==> src/pkg/addr_decode_pkg.sv <==
// Constants and types for the register window and memory map decoder
`default_nettype none
package addr_decode_pkg;
  localparam int         ADDR_W          = 16;
  localparam int         WSEL_W          = 8;
  // Window select codes (top bit ignored)
  localparam logic [6:0] WIN128_BASE     = 7'h10;
  localparam logic [6:0] WIN128_LAST     = 7'h17;
  localparam logic [6:0] WIN64_BASE      = 7'h20;
  localparam logic [6:0] WIN64_LAST      = 7'h2F;
  localparam logic [6:0] WIN32_BASE      = 7'h40;
  localparam logic [6:0] WIN32_LAST      = 7'h5F;
  // Lower register file windows
  localparam logic [15:0] WIN128_LO      = 16'h0080;
  localparam logic [15:0] WIN64_LO       = 16'h00C0;
  localparam logic [15:0] WIN32_LO       = 16'h00E0;
  localparam logic [15:0] LRF_HI         = 16'h00FF;
  // Memory map boundaries
  localparam logic [15:0] SFR_HI         = 16'h0017;
  localparam logic [15:0] RAM_LO         = 16'h0018;
  localparam logic [15:0] RAM_HI         = 16'h03FF;
  localparam logic [15:0] EXT_LO_LO      = 16'h0400;
  localparam logic [15:0] EXT_LO_HI      = 16'h1FFD;
  localparam logic [15:0] PORT3_ADDR     = 16'h1FFE;
  localparam logic [15:0] PORT4_ADDR     = 16'h1FFF;
  localparam logic [15:0] CFG_LO         = 16'h2000;
  localparam logic [15:0] PROG_LO        = 16'h2080;
  localparam logic [15:0] PROG_HI        = 16'h9FFF;
  localparam logic [15:0] EXT_HI_LO      = 16'hA000;

  typedef enum logic [2:0] {
    REGION_SFR,
    REGION_RAM,
    REGION_PORT,
    REGION_INTERNAL,
    REGION_EXTERNAL
  } region_type;

  typedef struct packed {
    logic [15:0] addr;
    logic        fetch;
    logic        valid;
  } access_type;

  typedef struct packed {
    region_type  region;
    logic [15:0] phys_addr;
    logic        remapped;
    logic        port4;
    logic        valid;
  } decode_type;
endpackage : addr_decode_pkg
`default_nettype wire

==> src/rtl/register_window_address_decode.sv <==
// Register window remap and memory map region decoder
// Functional notes
// - Select 10H-17H maps 128-byte block to 80H-FFH
// - Select 20H-2FH maps 64-byte block to C0H-FFH
// - Select 40H-5FH maps 32-byte block to E0H-FFH
// - Windows reach all register RAM to 03FFH
// - Fetches below 0400H go external
// - 2000H-9FFFH internal or external by select
// - 0000H-0017H SFRs, 0018H-03FFH register RAM
// - Other ranges external; 1FFEH/1FFFH are ports
// - Select high: 2000H-9FFFH on chip, low off
`default_nettype none
module register_window_address_decode
  import addr_decode_pkg::*;
(
  input  wire logic              clock,
  input  wire logic              rstn,
  input  wire access_type        access,
  input  wire logic [WSEL_W-1:0] window_select_value,
  input  wire logic              external_access_select,
  output var  decode_type        decode
);

  // ********************************************************
  // Pin synchroniser for the external access select
  // ********************************************************
  // Resets low, so program space stays off chip until the pin is seen
  logic ext_sel_meta_reg;
  logic ext_sel_sync_reg;

  always_ff @(posedge clock or negedge rstn)
  begin
    if (!rstn)
    begin
      ext_sel_meta_reg <= 1'h0;
      ext_sel_sync_reg <= 1'h0;
    end
    else
    begin
      ext_sel_meta_reg <= external_access_select;
      ext_sel_sync_reg <= ext_sel_meta_reg;
    end
  end

  // ********************************************************
  // Access fields
  // ********************************************************
  wire logic [6:0]  wsel     = window_select_value[6:0];
  wire logic [15:0] a        = access.addr;
  wire logic        fetch    = access.fetch;
  wire logic        valid_in = access.valid;

  // ********************************************************
  // Window remap
  // ********************************************************
  wire logic        hit128;
  wire logic        hit64;
  wire logic        hit32;
  wire logic [15:0] map128;
  wire logic [15:0] map64;
  wire logic [15:0] map32;

  // One slice per window size; the code ranges are disjoint, so one hits at most
  window_remap
  #(
    .SEL_BASE (WIN128_BASE),
    .SEL_LAST (WIN128_LAST),
    .WIN_LO   (WIN128_LO)
  )
  win128_i
  (
    .wsel (wsel),
    .addr (a),
    .hit  (hit128),
    .phys (map128)
  );

  window_remap
  #(
    .SEL_BASE (WIN64_BASE),
    .SEL_LAST (WIN64_LAST),
    .WIN_LO   (WIN64_LO)
  )
  win64_i
  (
    .wsel (wsel),
    .addr (a),
    .hit  (hit64),
    .phys (map64)
  );

  window_remap
  #(
    .SEL_BASE (WIN32_BASE),
    .SEL_LAST (WIN32_LAST),
    .WIN_LO   (WIN32_LO)
  )
  win32_i
  (
    .wsel (wsel),
    .addr (a),
    .hit  (hit32),
    .phys (map32)
  );

  // Data accesses only; fetches here are forced off chip anyway
  wire logic        remap = !fetch && (hit128 || hit64 || hit32);
  wire logic [15:0] phys  = !remap ? a :
                            hit128 ? map128 : (hit64 ? map64 : map32);

  // ********************************************************
  // Region decode
  // ********************************************************
  wire logic  low_fetch   = fetch && (a <= RAM_HI);
  wire logic  is_sfr      = (phys <= SFR_HI);
  wire logic  is_ram      = (phys >= RAM_LO) && (phys <= RAM_HI);
  // Plain external ranges, named so the priority below reads as the map
  wire logic  is_ext_low  = (a >= EXT_LO_LO) && (a <= EXT_LO_HI);
  wire logic  is_port     = (a == PORT3_ADDR) || (a == PORT4_ADDR);
  // Vector and configuration bytes follow the program memory select
  wire logic  is_prog     = (a >= CFG_LO) && (a <= PROG_HI);
  wire logic  is_ext_high = (a >= EXT_HI_LO);
  wire logic  on_chip     = is_prog && ext_sel_sync_reg;
  region_type region_next;

  always_comb
  begin
    region_next = REGION_EXTERNAL;
    if (low_fetch)
      region_next = REGION_EXTERNAL;
    else if (is_sfr)
      region_next = REGION_SFR;
    else if (is_ram)
      region_next = REGION_RAM;
    else if (is_port)
      region_next = REGION_PORT;
    else if (is_ext_low || is_ext_high)
      region_next = REGION_EXTERNAL;
    else if (on_chip)
      region_next = REGION_INTERNAL;
  end

  // ********************************************************
  // Registered result
  // ********************************************************
  decode_type decode_reg;
  decode_type decode_next;

  // A fetch keeps its own address even inside a window
  always_comb
  begin
    decode_next           = '0;
    decode_next.region    = region_next;
    decode_next.phys_addr = low_fetch ? a : phys;
    decode_next.remapped  = remap;
    decode_next.port4     = (a == PORT4_ADDR);
    decode_next.valid     = valid_in;
  end

  always_ff @(posedge clock or negedge rstn)
  begin
    if (!rstn)
    begin
      decode_reg.region    <= REGION_EXTERNAL;
      decode_reg.phys_addr <= 16'h0000;
      decode_reg.remapped  <= 1'h0;
      decode_reg.port4     <= 1'h0;
      decode_reg.valid     <= 1'h0;
    end
    else
      decode_reg <= decode_next;
  end

  // ********************************************************
  // Output
  // ********************************************************
  assign decode = decode_reg;

endmodule : register_window_address_decode

// ********************************************************
// One window size: code range test and block address forming
// ********************************************************
module window_remap
  import addr_decode_pkg::*;
#(
  parameter logic [6:0]  SEL_BASE = WIN128_BASE,
  parameter logic [6:0]  SEL_LAST = WIN128_LAST,
  parameter logic [15:0] WIN_LO   = WIN128_LO
)
(
  input  wire logic [6:0]  wsel,
  input  wire logic [15:0] addr,
  output wire logic        hit,
  output wire logic [15:0] phys
);

  // ********************************************************
  // Sizes
  // ********************************************************
  // Offset bits follow the window size, index bits fill up to the RAM size
  localparam int RAM_AW = $clog2(int'(RAM_HI) + 1);
  localparam int OFS_W  = $clog2(int'(LRF_HI) + 1 - int'(WIN_LO));
  localparam int IDX_W  = RAM_AW - OFS_W;

  // ********************************************************
  // Window code range
  // ********************************************************
  wire logic code_hit = (wsel >= SEL_BASE) && (wsel <= SEL_LAST);
  wire logic addr_hit = (addr >= WIN_LO) && (addr <= LRF_HI);
  assign hit = code_hit && addr_hit;

  // ********************************************************
  // Block address
  // ********************************************************
  // Low IDX_W select bits are the block index, so blocks above 0200H are reached
  assign phys = {{(ADDR_W - RAM_AW){1'h0}}, wsel[IDX_W-1:0], addr[OFS_W-1:0]};

endmodule : window_remap
`default_nettype wire

==> config.mk <==
export PLATFORM = sky130hd
export DESIGN_NAME = register_window_address_decode
export DESIGN_NICKNAME = d
export VERILOG_FILES = /design/src/pkg/addr_decode_pkg.sv /design/src/rtl/register_window_address_decode.sv
export SDC_FILE = /design/constraint.sdc
export NUM_CORES = 1
export LEC_CHECK = 0
export ABC_CLOCK_PERIOD_IN_PS = 800
export BUFFER_PORTS_ARGS = -buffer_cell sky130_fd_sc_hd__buf_2
export CORE_MARGIN = 4
export CORE_UTILIZATION = 38
export DETAILED_ROUTE_END_ITERATION = 6
export GPL_TIMING_DRIVEN = 0
export PLACE_DENSITY = 0.82
export SLEW_MARGIN = 25
export SYNTH_ARGS = -nofsm -noshare
export SYNTH_HDL_FRONTEND = slang
export SYNTH_SLANG_ARGS = --single-unit
==> constraint.sdc <==
create_clock -name clock -period 0.8 [get_ports clock]
set_input_delay 0.16 -clock clock [delete_from_list [all_inputs] [get_ports clock]]
set_output_delay 0.16 -clock clock [all_outputs]
set_load 0.01 [all_outputs]
[Word-level counts from Yosys, hierarchy flattened]
Cells that the tools add are included.
Operators by class
  order comparisons: 19
  eq/ne operators: 2
  multiplexer cells: 10
  reductions and logical operators: 20
Operators by type and width (count)
  16-bit by 8-bit greater-or-equal comparator with 1-bit output, second input constant: 3
  16-bit by 13-bit == test with 1-bit output, second input constant: 2
  16-bit by 10-bit <= comparator with 1-bit output, second input constant: 2
  16-bit 2-to-1 mux: 2
  10-bit 2-to-1 mux: 2
  3-bit 2-to-1 mux: 6
  16-bit by 11-bit greater-or-equal comparator with 1-bit output, second input constant: 1
  16-bit by 14-bit greater-or-equal comparator with 1-bit output, second input constant: 1
  16-bit greater-or-equal comparator, second input constant: 1
  16-bit by 5-bit greater-or-equal comparator with 1-bit output, second input constant: 1
  16-bit by 13-bit <= comparator with 1-bit output, second input constant: 1
  16-bit <= comparator, second input constant: 1
  16-bit by 5-bit <= comparator with 1-bit output, second input constant: 1
  16-bit by 8-bit <= comparator with 1-bit output, second input constant: 1
  1-bit logical AND: 15
  7-bit by 5-bit greater-or-equal comparator with 1-bit output, second input constant: 1
  7-bit by 6-bit greater-or-equal comparator with 1-bit output, second input constant: 1
  7-bit greater-or-equal comparator, second input constant: 1
  7-bit by 5-bit <= comparator with 1-bit output, second input constant: 1
  7-bit by 6-bit <= comparator with 1-bit output, second input constant: 1
  7-bit <= comparator, second input constant: 1
  1-bit logical OR: 4
  1-bit zero test: 1
Storage, ports and cells
  register bits after elaboration: 24
  output and inout bits: 22
  logic and storage cells: 58

[Depth between registers and ports, before layout]
Gate-level depths: netlist of the first run.
  depth in word-level cells: 12
  gate-level depth with buffers: 6
  mapped depth without buffers: 6

[Hierarchy]
From an unflattened synthesis of the first run, not the netlist that was laid out.
Unflattened totals
  cell total of the unflattened synthesis: 209
  area total of the unflattened synthesis: 1868.0 µm²
By module, submodules not included
  register_window_address_decode: instances 1, cells an instance 143, area each 1367.6 µm², sequential area each 601.8 µm²
  window_remap at win64_i: instances 1, cells an instance 22, area each 173.9 µm², sequential area each 0.0 µm²
  window_remap at win32_i: instances 1, cells an instance 22, area each 167.7 µm², sequential area each 0.0 µm²
  window_remap at win128_i: instances 1, cells an instance 22, area each 158.9 µm², sequential area each 0.0 µm²

[Least setup slack after synthesis of the first run]
Ideal clock, no wire load.
  kind: input -> register
  start: input port window_select_value[3]
  end: register decode_reg (netlist bit decode[19])
  setup time: 0.129 ns
  data arrival time: 1.625 ns
  data required time: 0.671 ns
  path slack: -0.954 ns
  cell stages on the path: 5
  cells stage by stage: or3b_4 > a21oi_2 > o211ai_2 > o41a_1 > o41a_1
RTL lines
  start, declared: line register_window_address_decode.sv:19  | input wire logic [WSEL_W-1:0] window_select_value,
  end signal, assigned: line register_window_address_decode.sv:171  | decode_reg <= decode_next;
  end, declared: line register_window_address_decode.sv:146  | decode_type decode_reg;

==> metrics.md, run 1 <==
| Metric | Value |
|---|---|
| Period minus WS final | 1.54 ns |
| GPL Wtd Cong | about 0.87 |
| Ys async rst share | 100% |
| Post-Syn Area | 948 sq um |
| Max Cap Violations | 0 |
| Max Freq | approximately 0.65 GHz |
| Post-synth EDFFs | 0 |
| Critical path arrival | 1.74 ns |
| Register area share after synthesis | 63.5% |
| Synth Instances | 80 |
| Critical Path End Type | flop |
| Core area | approximately 2300 sq um |
| Area grow syn2layout | 61.3% |
| Top post-synthesis cells by count | dfrtp_1 (23), clkbuf_1 (6), inv_1 (6) |
| TritonCTS Sinks | 24 |
| Detailed Route Iter0 Violations | 21 |
| DRC Markers | 0 |
| Hold_sp | access[14] |
| Root Driver | clkbuf_4 |
| Peak supply drop | 1370 uV |
| Nets@finish | 180 |
| Ports | 51 |
| Cell variety after synth | 29 |
| CP dominant cell by count | o41a_1 |
| Port buffer count | between 40 and 50 |
| Max reg flops | 22 |
| Via count | 928 |
| Clk_lat worst skew | between 0.3 and 0.4 ns |
| Global route total overflow | 0 |
| Top-count cell post-synth | dfrtp_1 |
| Routed wire length | 2770 um |
| Worst min path class | in2reg |
| Cell count of the worst hold path | 2 |
| Proportion of layout cells with a drive suffix above 1 | 52.0% |
| Clock Path Buffers | 2 |
| Hold WS | 0.0587 ns |
| Fin. Hold Viols | 0 |
| Row count | 17 |
| CP max stage cell | o41a_1 |
| Clock skew | between 0.002 and 0.003 ns |
| Starting density of the core | approximately 41% |
| CP top delay family | compound AO/OA/AOI/OAI gates |
| TritonCTS clock tree | done |
| Clock transition at path regs | 0.12 ns |
| Top cells by area, synth | dfrtp_1 (61%), dfstp_2 (2.8%), nor3_1 (2.6%) |
| Post-synth top area cell | dfrtp_1 |
| Largest net degree at the start of global routing | 25 |
| Die Span X | 58.0 um |
| Overall Power | 2.31 mW |
| Drt wl/cell | 15.6 um |
| Slew @ Worst Pin | 0.514 ns |
| Antenna violations before repair | 0 |
| Full die area | between 3000 and 4000 sq um |
| DR pass1 iterations | 4 |
| Final setup violation count | 30 |
| Setup CP Type | in2reg |
| Fin Setup TNS | -7.26 ns |
| Worst reg2reg endpoint | decode[19]$_DFF_PN0_ |
| PwrDens | 1510 nW/um^2 |
| Gr usage total | 17.2% |
| DR vias/cell | 5.21 |
| Reg2Reg Depth | 3 |
| Relative slew slack | 65.7% |
| CP Max Fanout | 3 |
| Max Slew Vio Count | 0 |
| Final worst-path setup slack | -0.743 ns |
| Largest stage delay on the critical path | 0.43 ns |
| Reg2reg setup slack | -0.04 ns |
| Clock buffer count from CTS | 3 |
| H-tree depth | 1 |
| RSZ-0062 raised after global routing | true |
| Synth warn | 0 |
| Die height | 58.0 um |
| Antenna Cells | 0 |
| Vias in the first global route | slightly above 900 |
| Synth top area share | 60.7% |
| Leak | 0.739 nW |
| Required time of the critical path | 1.00 ns |
| Reg2reg start | ext_sel_sync_reg$_DFF_PN0_ |
| Number of nets with antenna violations after routing | 0 |
| Seq cells post-synth | 24 |
| Syn Nets | 109 |
| Detailed placement HPWL | roughly 1900 um |
| Buf/Inv on CP | 2 |
| First-pass GRT wire length | roughly 4400 um |
| Startpoint types | input port |
| Worst path cell trace | buf_6 -> nand4b_1 -> buf_4 -> nor2_1 -> o211ai_2 -> o41a_1 -> o41a_1 |
| Status | finished with violations |
| Period utilization | 193% |
| Fillers | 176 |
| Avg Cell Area, Syn | about 12 sq um |
| Failing checks | negative setup slack |
| Synth Flop Type | dfrtp_1 |
| Worst hold endpoint | decode[15]$_DFF_PN0_ |
## cell families (layout without fill, tap and decap cells)
logic type,Yosys count,after routing,share of synthesized area [%]
and+or+nand+nor,27,27,18.2
DFF,24,24,63.5
AOI/OAI and AO/OA,16,16,12.5
buffers and inverters,12,82,4.75
muxes,1,1,1.06
## worst max-delay path by stage
stage / to / cells after the start / from / slack [ns]
after global routing: decode[19]$_DFF_PN0_ / 9 / window_select_value[6] / -0.78
after global placement: decode[19]$_DFF_PN0_ / 6 / window_select_value[3] / -1.16
after floorplan: decode[19]$_DFF_PN0_ / 5 / window_select_value[3] / -0.95
after CTS: decode[19]$_DFF_PN0_ / 7 / window_select_value[4] / -0.79
after detailed placement: decode[19]$_DFF_PN0_ / 6 / window_select_value[3] / -1.17
final: decode[19]$_DFF_PN0_ / 7 / window_select_value[4] / -0.74
## worst reg2reg max path, cell delays in order, from the launching register on
cell     delay [ns]
dfrtp_1        0.38
nand3_1        0.09
o21ai_0        0.12
o41a_1         0.14
## cells in the final DEF, fill, tap and decap left out, types with 3 or more instances in the layout
| cell type | synthesis | layout |
|---|---|---|
| buf_2 | 0 | 43 |
| buf_4 | 0 | 7 |
| buf_6 | 0 | 7 |
| clkbuf_1 | 6 | 6 |
| clkbuf_4 | 0 | 3 |
| dfrtp_1 | 23 | 23 |
| dlygate4sd3_1 | 0 | 8 |
| inv_1 | 6 | 5 |
| nand4_1 | 3 | 3 |
| nor2_1 | 3 | 3 |
| nor3_1 | 5 | 4 |
## report_power, final
part	total [mW]	leakage (nW)	internal (mW)	switching (mW)
registers	1.29	0.285	1.27	0.0173
logic	0.407	0.433	0.200	0.207
clock network	0.613	0.0210	0.278	0.335
## stage by stage
stage	utilization, %	setup WS (ns)	std cells	instance area, sq um
global route	66.6	-0.781	178	1530
CTS	64.3	-0.794	177	1480
global placement	53.9	-1.16	157	1240
detailed placement	53.9	-1.17	157	1240
finish	66.6	-0.743	178	1530
floorplan	-	-0.954	80	957
## cell type report
| cell class | instances | area [sq um] | area share [%] |
|---|---|---|---|
| timing repair buffer | 66 | 442 | 28.9 |
| inverter | 6 | 22.5 | 1.47 |
| sequential | 24 | 602 | 39.3 |
| clock buffer | 4 | 36.3 | 2.37 |
| buffer | 6 | 22.5 | 1.47 |
| multi-input combinational | 44 | 370 | 24.2 |
| tap | 28 | 35.0 | 2.29 |
## per-layer routing
metal	routed length, um	global-route usage, %
met2	1470	32.3
met4	13	3.97
met1	1060	19.7
met3	228	4.01
met5	0	0
## timing repair
| item | CTS | global route |
|---|---|---|
| setup buffers | 9 | 1 |
| setup endpoints to repair | 31 | 32 |
| pin swaps | 10 | 7 |
| hold buffers | 8 | 0 |
| endpoints found under the hold margin | 30 | 0 |
| resized for setup | 16 | 7 |
Note: power is estimated with default switching activity, not from simulation.
==> run 2: changes to the inputs <==
RECOVER_POWER = 25   (was default)
==> run 2 against run 1 <==
  * Via count is 0.43% lower
  * Hold slack better by 0.0052 ns
  * Maximum frequency is 0.49% lower
  * Count of clock-buffer cells in the layout stayed put
  * Clock skew hardly changed
  * Non-clock buffer count stayed put
  * The run still ends with negative setup slack left
  * Critical path depth stayed put
  * Sequential power hardly changed
  * Register-to-register slack hardly changed
  * Sequential share of layout area is 0.19 points higher
==> metrics.md, run 2 (same netlist as run 1, synthesis figures left out) <==
| Metric | Value |
|---|---|
| Reg2Reg Depth | 3 (unchanged) |
| Core area | 2300 sq um (unchanged) |
| Post-DP Area | 1240 sq um (unchanged) |
| GPL Wtd Cong | 0.871 (unchanged) |
| Reg2reg start | ext_sel_sync_reg$_DFF_PN0_ |
| Clock Path Buffers | 2 (unchanged) |
| Commonest cells after routing, fill and taps aside | buf_2 (37), dfrtp_1 (23), clkbuf_1 (12), dlygate4sd3_1 (8) |
| TritonCTS clock tree | done |
| Root Driver | clkbuf_4 |
| TritonCTS Sinks | 24 (unchanged) |
| DR vias/cell | 5.19 (-0.43%) |
| Fillers | 181 (+2.8%) |
| H-tree depth | 1 (unchanged) |
| Clk_lat worst skew | 0.31 ns (about the same) |
| Via count | 924 (-0.43%) |
| Commonest non-fill, non-tap cell in the layout | buf_2 |
| Failing checks | negative setup slack |
| Largest net degree at the start of global routing | 25 (unchanged) |
| DRC Markers | 0 (unchanged) |
| Period utilization | 194% (+0.94 points) |
| Cell count of the worst hold path | 2 (unchanged) |
| Worst reg2reg endpoint | decode[19]$_DFF_PN0_ |
| Die Span X | 58.0 um (unchanged) |
| Critical path arrival | 1.75 ns (about the same) |
| Antenna violations before repair | 0 (unchanged) |
| Period minus WS final | 1.55 ns (+0.00755 ns) |
| Slew @ Worst Pin | 0.514 ns (-0.0000695 ns) |
| Max reg flops | 22 (unchanged) |
| Startpoint types | input port |
| Die height | 58.0 um (unchanged) |
| Antenna Cells | 0 (unchanged) |
| Full die area | 3360 sq um (unchanged) |
| DR pass1 iterations | 4 (unchanged) |
| Max Cap Violations | 0 (unchanged) |
| Nets@finish | 180 (unchanged) |
| Hold_sp | access[14] |
| Clock buffer count from CTS | 3 (unchanged) |
| Detailed placement HPWL | 1950 um (unchanged) |
| Relative slew slack | 65.7% (about the same) |
| Leak | 0.723 nW (-2.2%) |
| First-pass GRT wire length | 4420 um (unchanged) |
| PwrDens | 1510 nW/um^2 (+0.23%) |
| Starting density of the core | 41.3% (unchanged) |
| Required time of the critical path | 1.00 ns (about the same) |
| Critical Path End Type | flop |
| Design Area, Final | 1520 sq um (-0.49%) |
| Row count | 17 (unchanged) |
| Status | finished with violations |
| Global route total overflow | 0 (unchanged) |
| Ports | 51 (unchanged) |
| Max Freq | 0.645 GHz (-0.49%) |
| Detailed Route Iter0 Violations | 22 (+4.8%) |
| Gr usage total | 17.2% (unchanged) |
| Proportion of layout cells with a drive suffix above 1 | 48.0% (-4.0 points) |
| Number of nets with antenna violations after routing | 0 (unchanged) |
| Vias in the first global route | 929 (unchanged) |
| Fin. Hold Viols | 0 (unchanged) |
| Peak supply drop | 1360 uV (about the same) |
| Port buffer count | 49 (unchanged) |
| Overall Power | 2.31 mW (-0.26%) |
| Worst min path class | in2reg |
| RSZ-0062 raised after global routing | true |
| Drt wl/cell | 15.4 um (-0.87%) |
| Final setup violation count | 29 (-3.3%) |
| Reg2reg setup slack | -0.04 ns (about the same) |
| Max Slew Vio Count | 0 (unchanged) |
| Setup CP Type | in2reg |
| CP Max Fanout | 3 (unchanged) |
| Area grow syn2layout | 60.6% |
| Clock skew | 0.00287 ns (+0.0000314 ns) |
| Worst hold endpoint | decode[15]$_DFF_PN0_ |
| Routed wire length | 2750 um (-0.87%) |
| Final worst-path setup slack | -0.751 ns (-0.00755 ns) |
| Clock transition at path regs | 0.12 ns (about the same) |
run 2: cell count changes in the layout (fill, tap and decap cells not counted), sizes merged:
| cell | delta |
|---|---|
| buf | -6 |
| clkbuf | +6 |
run 2: worst max-delay path, cell delays in order:
cell      delay [ns]
buf_6           0.09
nand4b_1        0.19
buf_4           0.17
nor2_1          0.17
o211ai_2        0.16
o41a_1          0.38
o41a_1          0.43
run 2: layout make-up:
class	instances	area, sq um	share of cell area (%)
multi-input cells	44	370	24.3
plain buffers	6	22.5	1.48
repair buffers	66	434	28.5
well taps	28	35.0	2.30
flip-flops and latches	24	602	39.5
clock buffers	4	36.3	2.38
inverters	6	22.5	1.48
run 2: layer usage:
| metal | track usage (%) | wire length (um) | part of all wire [%] | vias up |
|---|---|---|---|---|
| met5 | 0 | 0 | 0 | - |
| met2 | 32.3 | 1470 | 53 | 39 |
| met4 | 3.97 | 13 | 0.47 | 0 |
| met1 | 19.7 | 1060 | 38 | 457 |
| met3 | 4.01 | 213 | 7.7 | 2 |
| li1 | - | - | - | 426 |
run 2: what timing repair did:
action,CTS,global route
resized for setup,16,7
setup buffers,9,1
hold buffers,8,0
endpoints found under the hold margin,30,0
setup endpoints to repair,31,32
pin swaps,10,7
run 2: worst max-delay path by stage:
stage / from / end / slack [ns] / cells after the start
6_report: window_select_value[4] / decode[19]$_DFF_PN0_ / -0.75 / 7
5_1_grt: window_select_value[6] / decode[19]$_DFF_PN0_ / -0.78 / 9
4_1_cts: window_select_value[4] / decode[19]$_DFF_PN0_ / -0.79 / 7
3_5_place_dp: window_select_value[3] / decode[19]$_DFF_PN0_ / -1.17 / 6
3_3_place_gp: window_select_value[3] / decode[19]$_DFF_PN0_ / -1.16 / 6
2_1_floorplan: window_select_value[3] / decode[19]$_DFF_PN0_ / -0.95 / 5
run 2: where the power goes:
part | switching (mW) | internal [mW] | total, mW
clock | 0.334 | 0.278 | 0.612
sequential | 0.0172 | 1.27 | 1.29
combinational | 0.207 | 0.196 | 0.403
run 2: per-stage QoR:
step	utilization, %	setup slack (ns)	setup TNS (ns)	cells	hold WS [ns]
3_5_place_dp	53.9	-1.17	-6.37	157	0.163
5_1_grt	66.3	-0.781	-8.54	178	0.0330
3_3_place_gp	53.9	-1.16	-6.12	157	0.140
4_1_cts	64.3	-0.794	-7.53	177	0.0364
2_1_floorplan	-	-0.954	-4.14	80	-0.136
6_report	66.3	-0.751	-7.26	178	0.0639
==> run 3: changes to the inputs <==
ABC_CLOCK_PERIOD_IN_PS = 1800   (was 800)
PLACE_DENSITY = 0.8   (was 0.82)
clock period = 1.8 ns   (was 0.8 ns; I/O delays follow)
==> run 3 against run 2 <==
  * The run now ends clean
  * Critical path type unchanged
  * Hold slack gained 0.083 ns
  * First-iteration DRC count grew 27%
  * Global-route usage shrank 3.3 points
  * Non-clock buffer count shrank 13
  * Combinational power shrank 66%
  * Largest power group unchanged
==> metrics.md, run 3 (same netlist as run 1, synthesis figures left out) <==
| Metric | Value |
|---|---|
| Area grow syn2layout | 38.3% |
| CP Max Fanout | 4 (+1) |
| Critical Path End Type | flop |
| Clock skew | 0.00895 ns (+0.00608 ns) |
| Critical path arrival | 1.97 ns (+0.22 ns) |
| Routed wire length | 2270 um (-18%) |
| Ports | 51 (unchanged) |
| Proportion of layout cells with a drive suffix above 1 | 42.3% (-5.7 points) |
| Detailed placement HPWL | 1810 um (-7.0%) |
| First-pass GRT wire length | 3590 um (-19%) |
| Register Area | 602 sq um (unchanged) |
| Global route total overflow | 0 (unchanged) |
| Overall Power | 0.977 mW (-58%) |
| Peak supply drop | 405 uV (-70%) |
| Pre-CTS WS | -0.399 ns (+0.767 ns) |
| GPL Wtd Cong | 0.787 (-9.7%) |
| Die Span X | 58.0 um (unchanged) |
| Drt wl/cell | 13.7 um (-11%) |
| GR Util met3 | 3.12% (-0.89 points) |
| Final worst-path setup slack | 0.0164 ns (+0.767 ns) |
| Dpl cells | 157 (unchanged) |
| Number of nets with antenna violations after routing | 0 (unchanged) |
| Leak | 0.618 nW (-15%) |
| DRC Markers | 0 (unchanged) |
| Met2 usage | 22.4% (-9.8 points) |
| Gr usage total | 13.9% (-3.3 points) |
| Via count | 829 (-10%) |
| TritonCTS clock tree | done |
| Clk_lat worst skew | 0.31 ns (about the same) |
| Nets@finish | 167 (-7.2%) |
| Buf/Inv on CP | 1 (-1) |
| Largest stage delay on the critical path | 0.42 ns (about the same) |
| Met1 Track Usage GR | 17.5% (-2.1 points) |
| Period utilization | 99.1% |
| Relative slew slack | 22.6% (-43 points) |
| Largest net degree at the start of global routing | 25 (unchanged) |
| CP dominant cell by count | o41a_1 |
| Status | completed |
| Commonest cells after routing, fill and taps aside | buf_2 (37), dfrtp_1 (23), clkbuf_1 (17), inv_1 (6) |
| CP top delay family | compound AO/OA/AOI/OAI gates |
| Finished Layout Cells | 165 (-7.3%) |
| DR pass1 iterations | 4 (unchanged) |
| Antenna Cells | 0 (unchanged) |
| Max Freq | 0.561 GHz |
| Vias in the first global route | 814 (-12%) |
| DR vias/cell | 5.02 (-3.2%) |
| Antenna violations before repair | 0 (unchanged) |
| Startpoint types | input port |
| Max reg flops | 22 (unchanged) |
| Root Driver | clkbuf_4 |
| Fin. Hold Viols | 0 (unchanged) |
| Slew @ Worst Pin | 1.16 ns (+0.647 ns) |
| TritonCTS Sinks | 24 (unchanged) |
| Worst path cell trace | buf_2 -> or3b_4 -> a21oi_2 -> o211ai_2 -> o41a_1 -> o41a_1 |
| Final setup violation count | 0 (-100%) |
| Row count | 17 (unchanged) |
| Commonest non-fill, non-tap cell in the layout | buf_2 |
| Port buffer count | 49 (unchanged) |
| H-tree depth | 1 (unchanged) |
| PwrDens | 745 nW/um^2 (-51%) |
| Clock buffer count from CTS | 3 (unchanged) |
| Busiest grt layer | met2 |
| Required time of the critical path | 1.99 ns (+0.99 ns) |
| Period minus WS final | around 1.8 ns |
| Fillers | 207 (+14%) |
| Detailed Route Iter0 Violations | 28 (+27%) |
| Full die area | 3360 sq um (unchanged) |
| Fin Setup TNS | 0 ns (+7.26 ns) |
| Setup CP Type | in2reg |
| Starting density of the core | 41.3% (unchanged) |
| Clock Path Buffers | 2 (unchanged) |
| Max Cap Violations | 0 (unchanged) |
| Core area | 2300 sq um (unchanged) |
| Die height | 58.0 um (unchanged) |
| Worst min path class | in2reg |
| Max Slew Vio Count | 0 (unchanged) |
| CP max stage cell | o41a_1 |
| Clock transition at path regs | 0.12 ns (about the same) |
| Multi-input gate area | 325 sq um (-12%) |
| Hold-fix buffers, CTS | 0 (-8) |
run 3: path summary, 6_finish.rpt:
path                                            startpoint                         end  slack, ns  cells after the start
worst max-delay path                window_select_value[3]        decode[19]$_DFF_PN0_       0.02                      6
max in group asynchronous                             rstn         decode[6]$_DFF_PN0_       0.86                      1
worst min register to register  ext_sel_meta_reg$_DFF_PN0_  ext_sel_sync_reg$_DFF_PN0_       0.36                      0
min in group asynchronous                             rstn         decode[3]$_DFF_PN0_       0.25                      1
worst max register to register  ext_sel_sync_reg$_DFF_PN0_        decode[19]$_DFF_PN0_       0.96                      3
worst min-delay path                external_access_select  ext_sel_meta_reg$_DFF_PN0_       0.15                      1
run 3: timing repair:
item,4_1_cts,5_1_grt
buffers inserted,2,2
endpoints found under the setup margin,1,1
resized for setup,1,6
pin swaps,5,6
run 3: routing by layer:
metal  vias to the layer above  share of wire (%)
li1                        397                  -
met1                       390                 42
met2                        40                 47
met3                         2                9.5
met4                         0                1.2
met5                         -                  0
run 3: where the power goes:
group	switching [mW]	total (mW)	internal, mW
clock	0.146	0.269	0.123
combinational	0.0795	0.136	0.0569
sequential	0.00575	0.572	0.566
total	0.231	0.977	0.746
run 3: worst register-to-register path, delay by kind of cell, from the launching register on:
kind	cells	cell delay (ns)
AOI/OAI and AO/OA	2	0.23
DFF	1	0.39
and+or+nand+nor	1	0.10
run 3: layout make-up:
type	count	share of cell area [%]
Tap cell	28	2.67
Sequential cell	24	45.9
Buffer	6	1.72
Clock buffer	4	2.77
Inverter	6	1.72
Multi-Input combinational cell	44	24.8
Timing Repair Buffer	53	20.4
run 3: metrics by stage:
stage          util [%]  hold WS [ns]  cell area, sq um
2_1_floorplan         -        0.0644               948
5_1_grt            57.1         0.136              1310
3_3_place_gp       53.5         0.335              1230
4_1_cts            55.7       0.00981              1280
6_report           57.1         0.146              1310
3_5_place_dp       53.5         0.335              1230
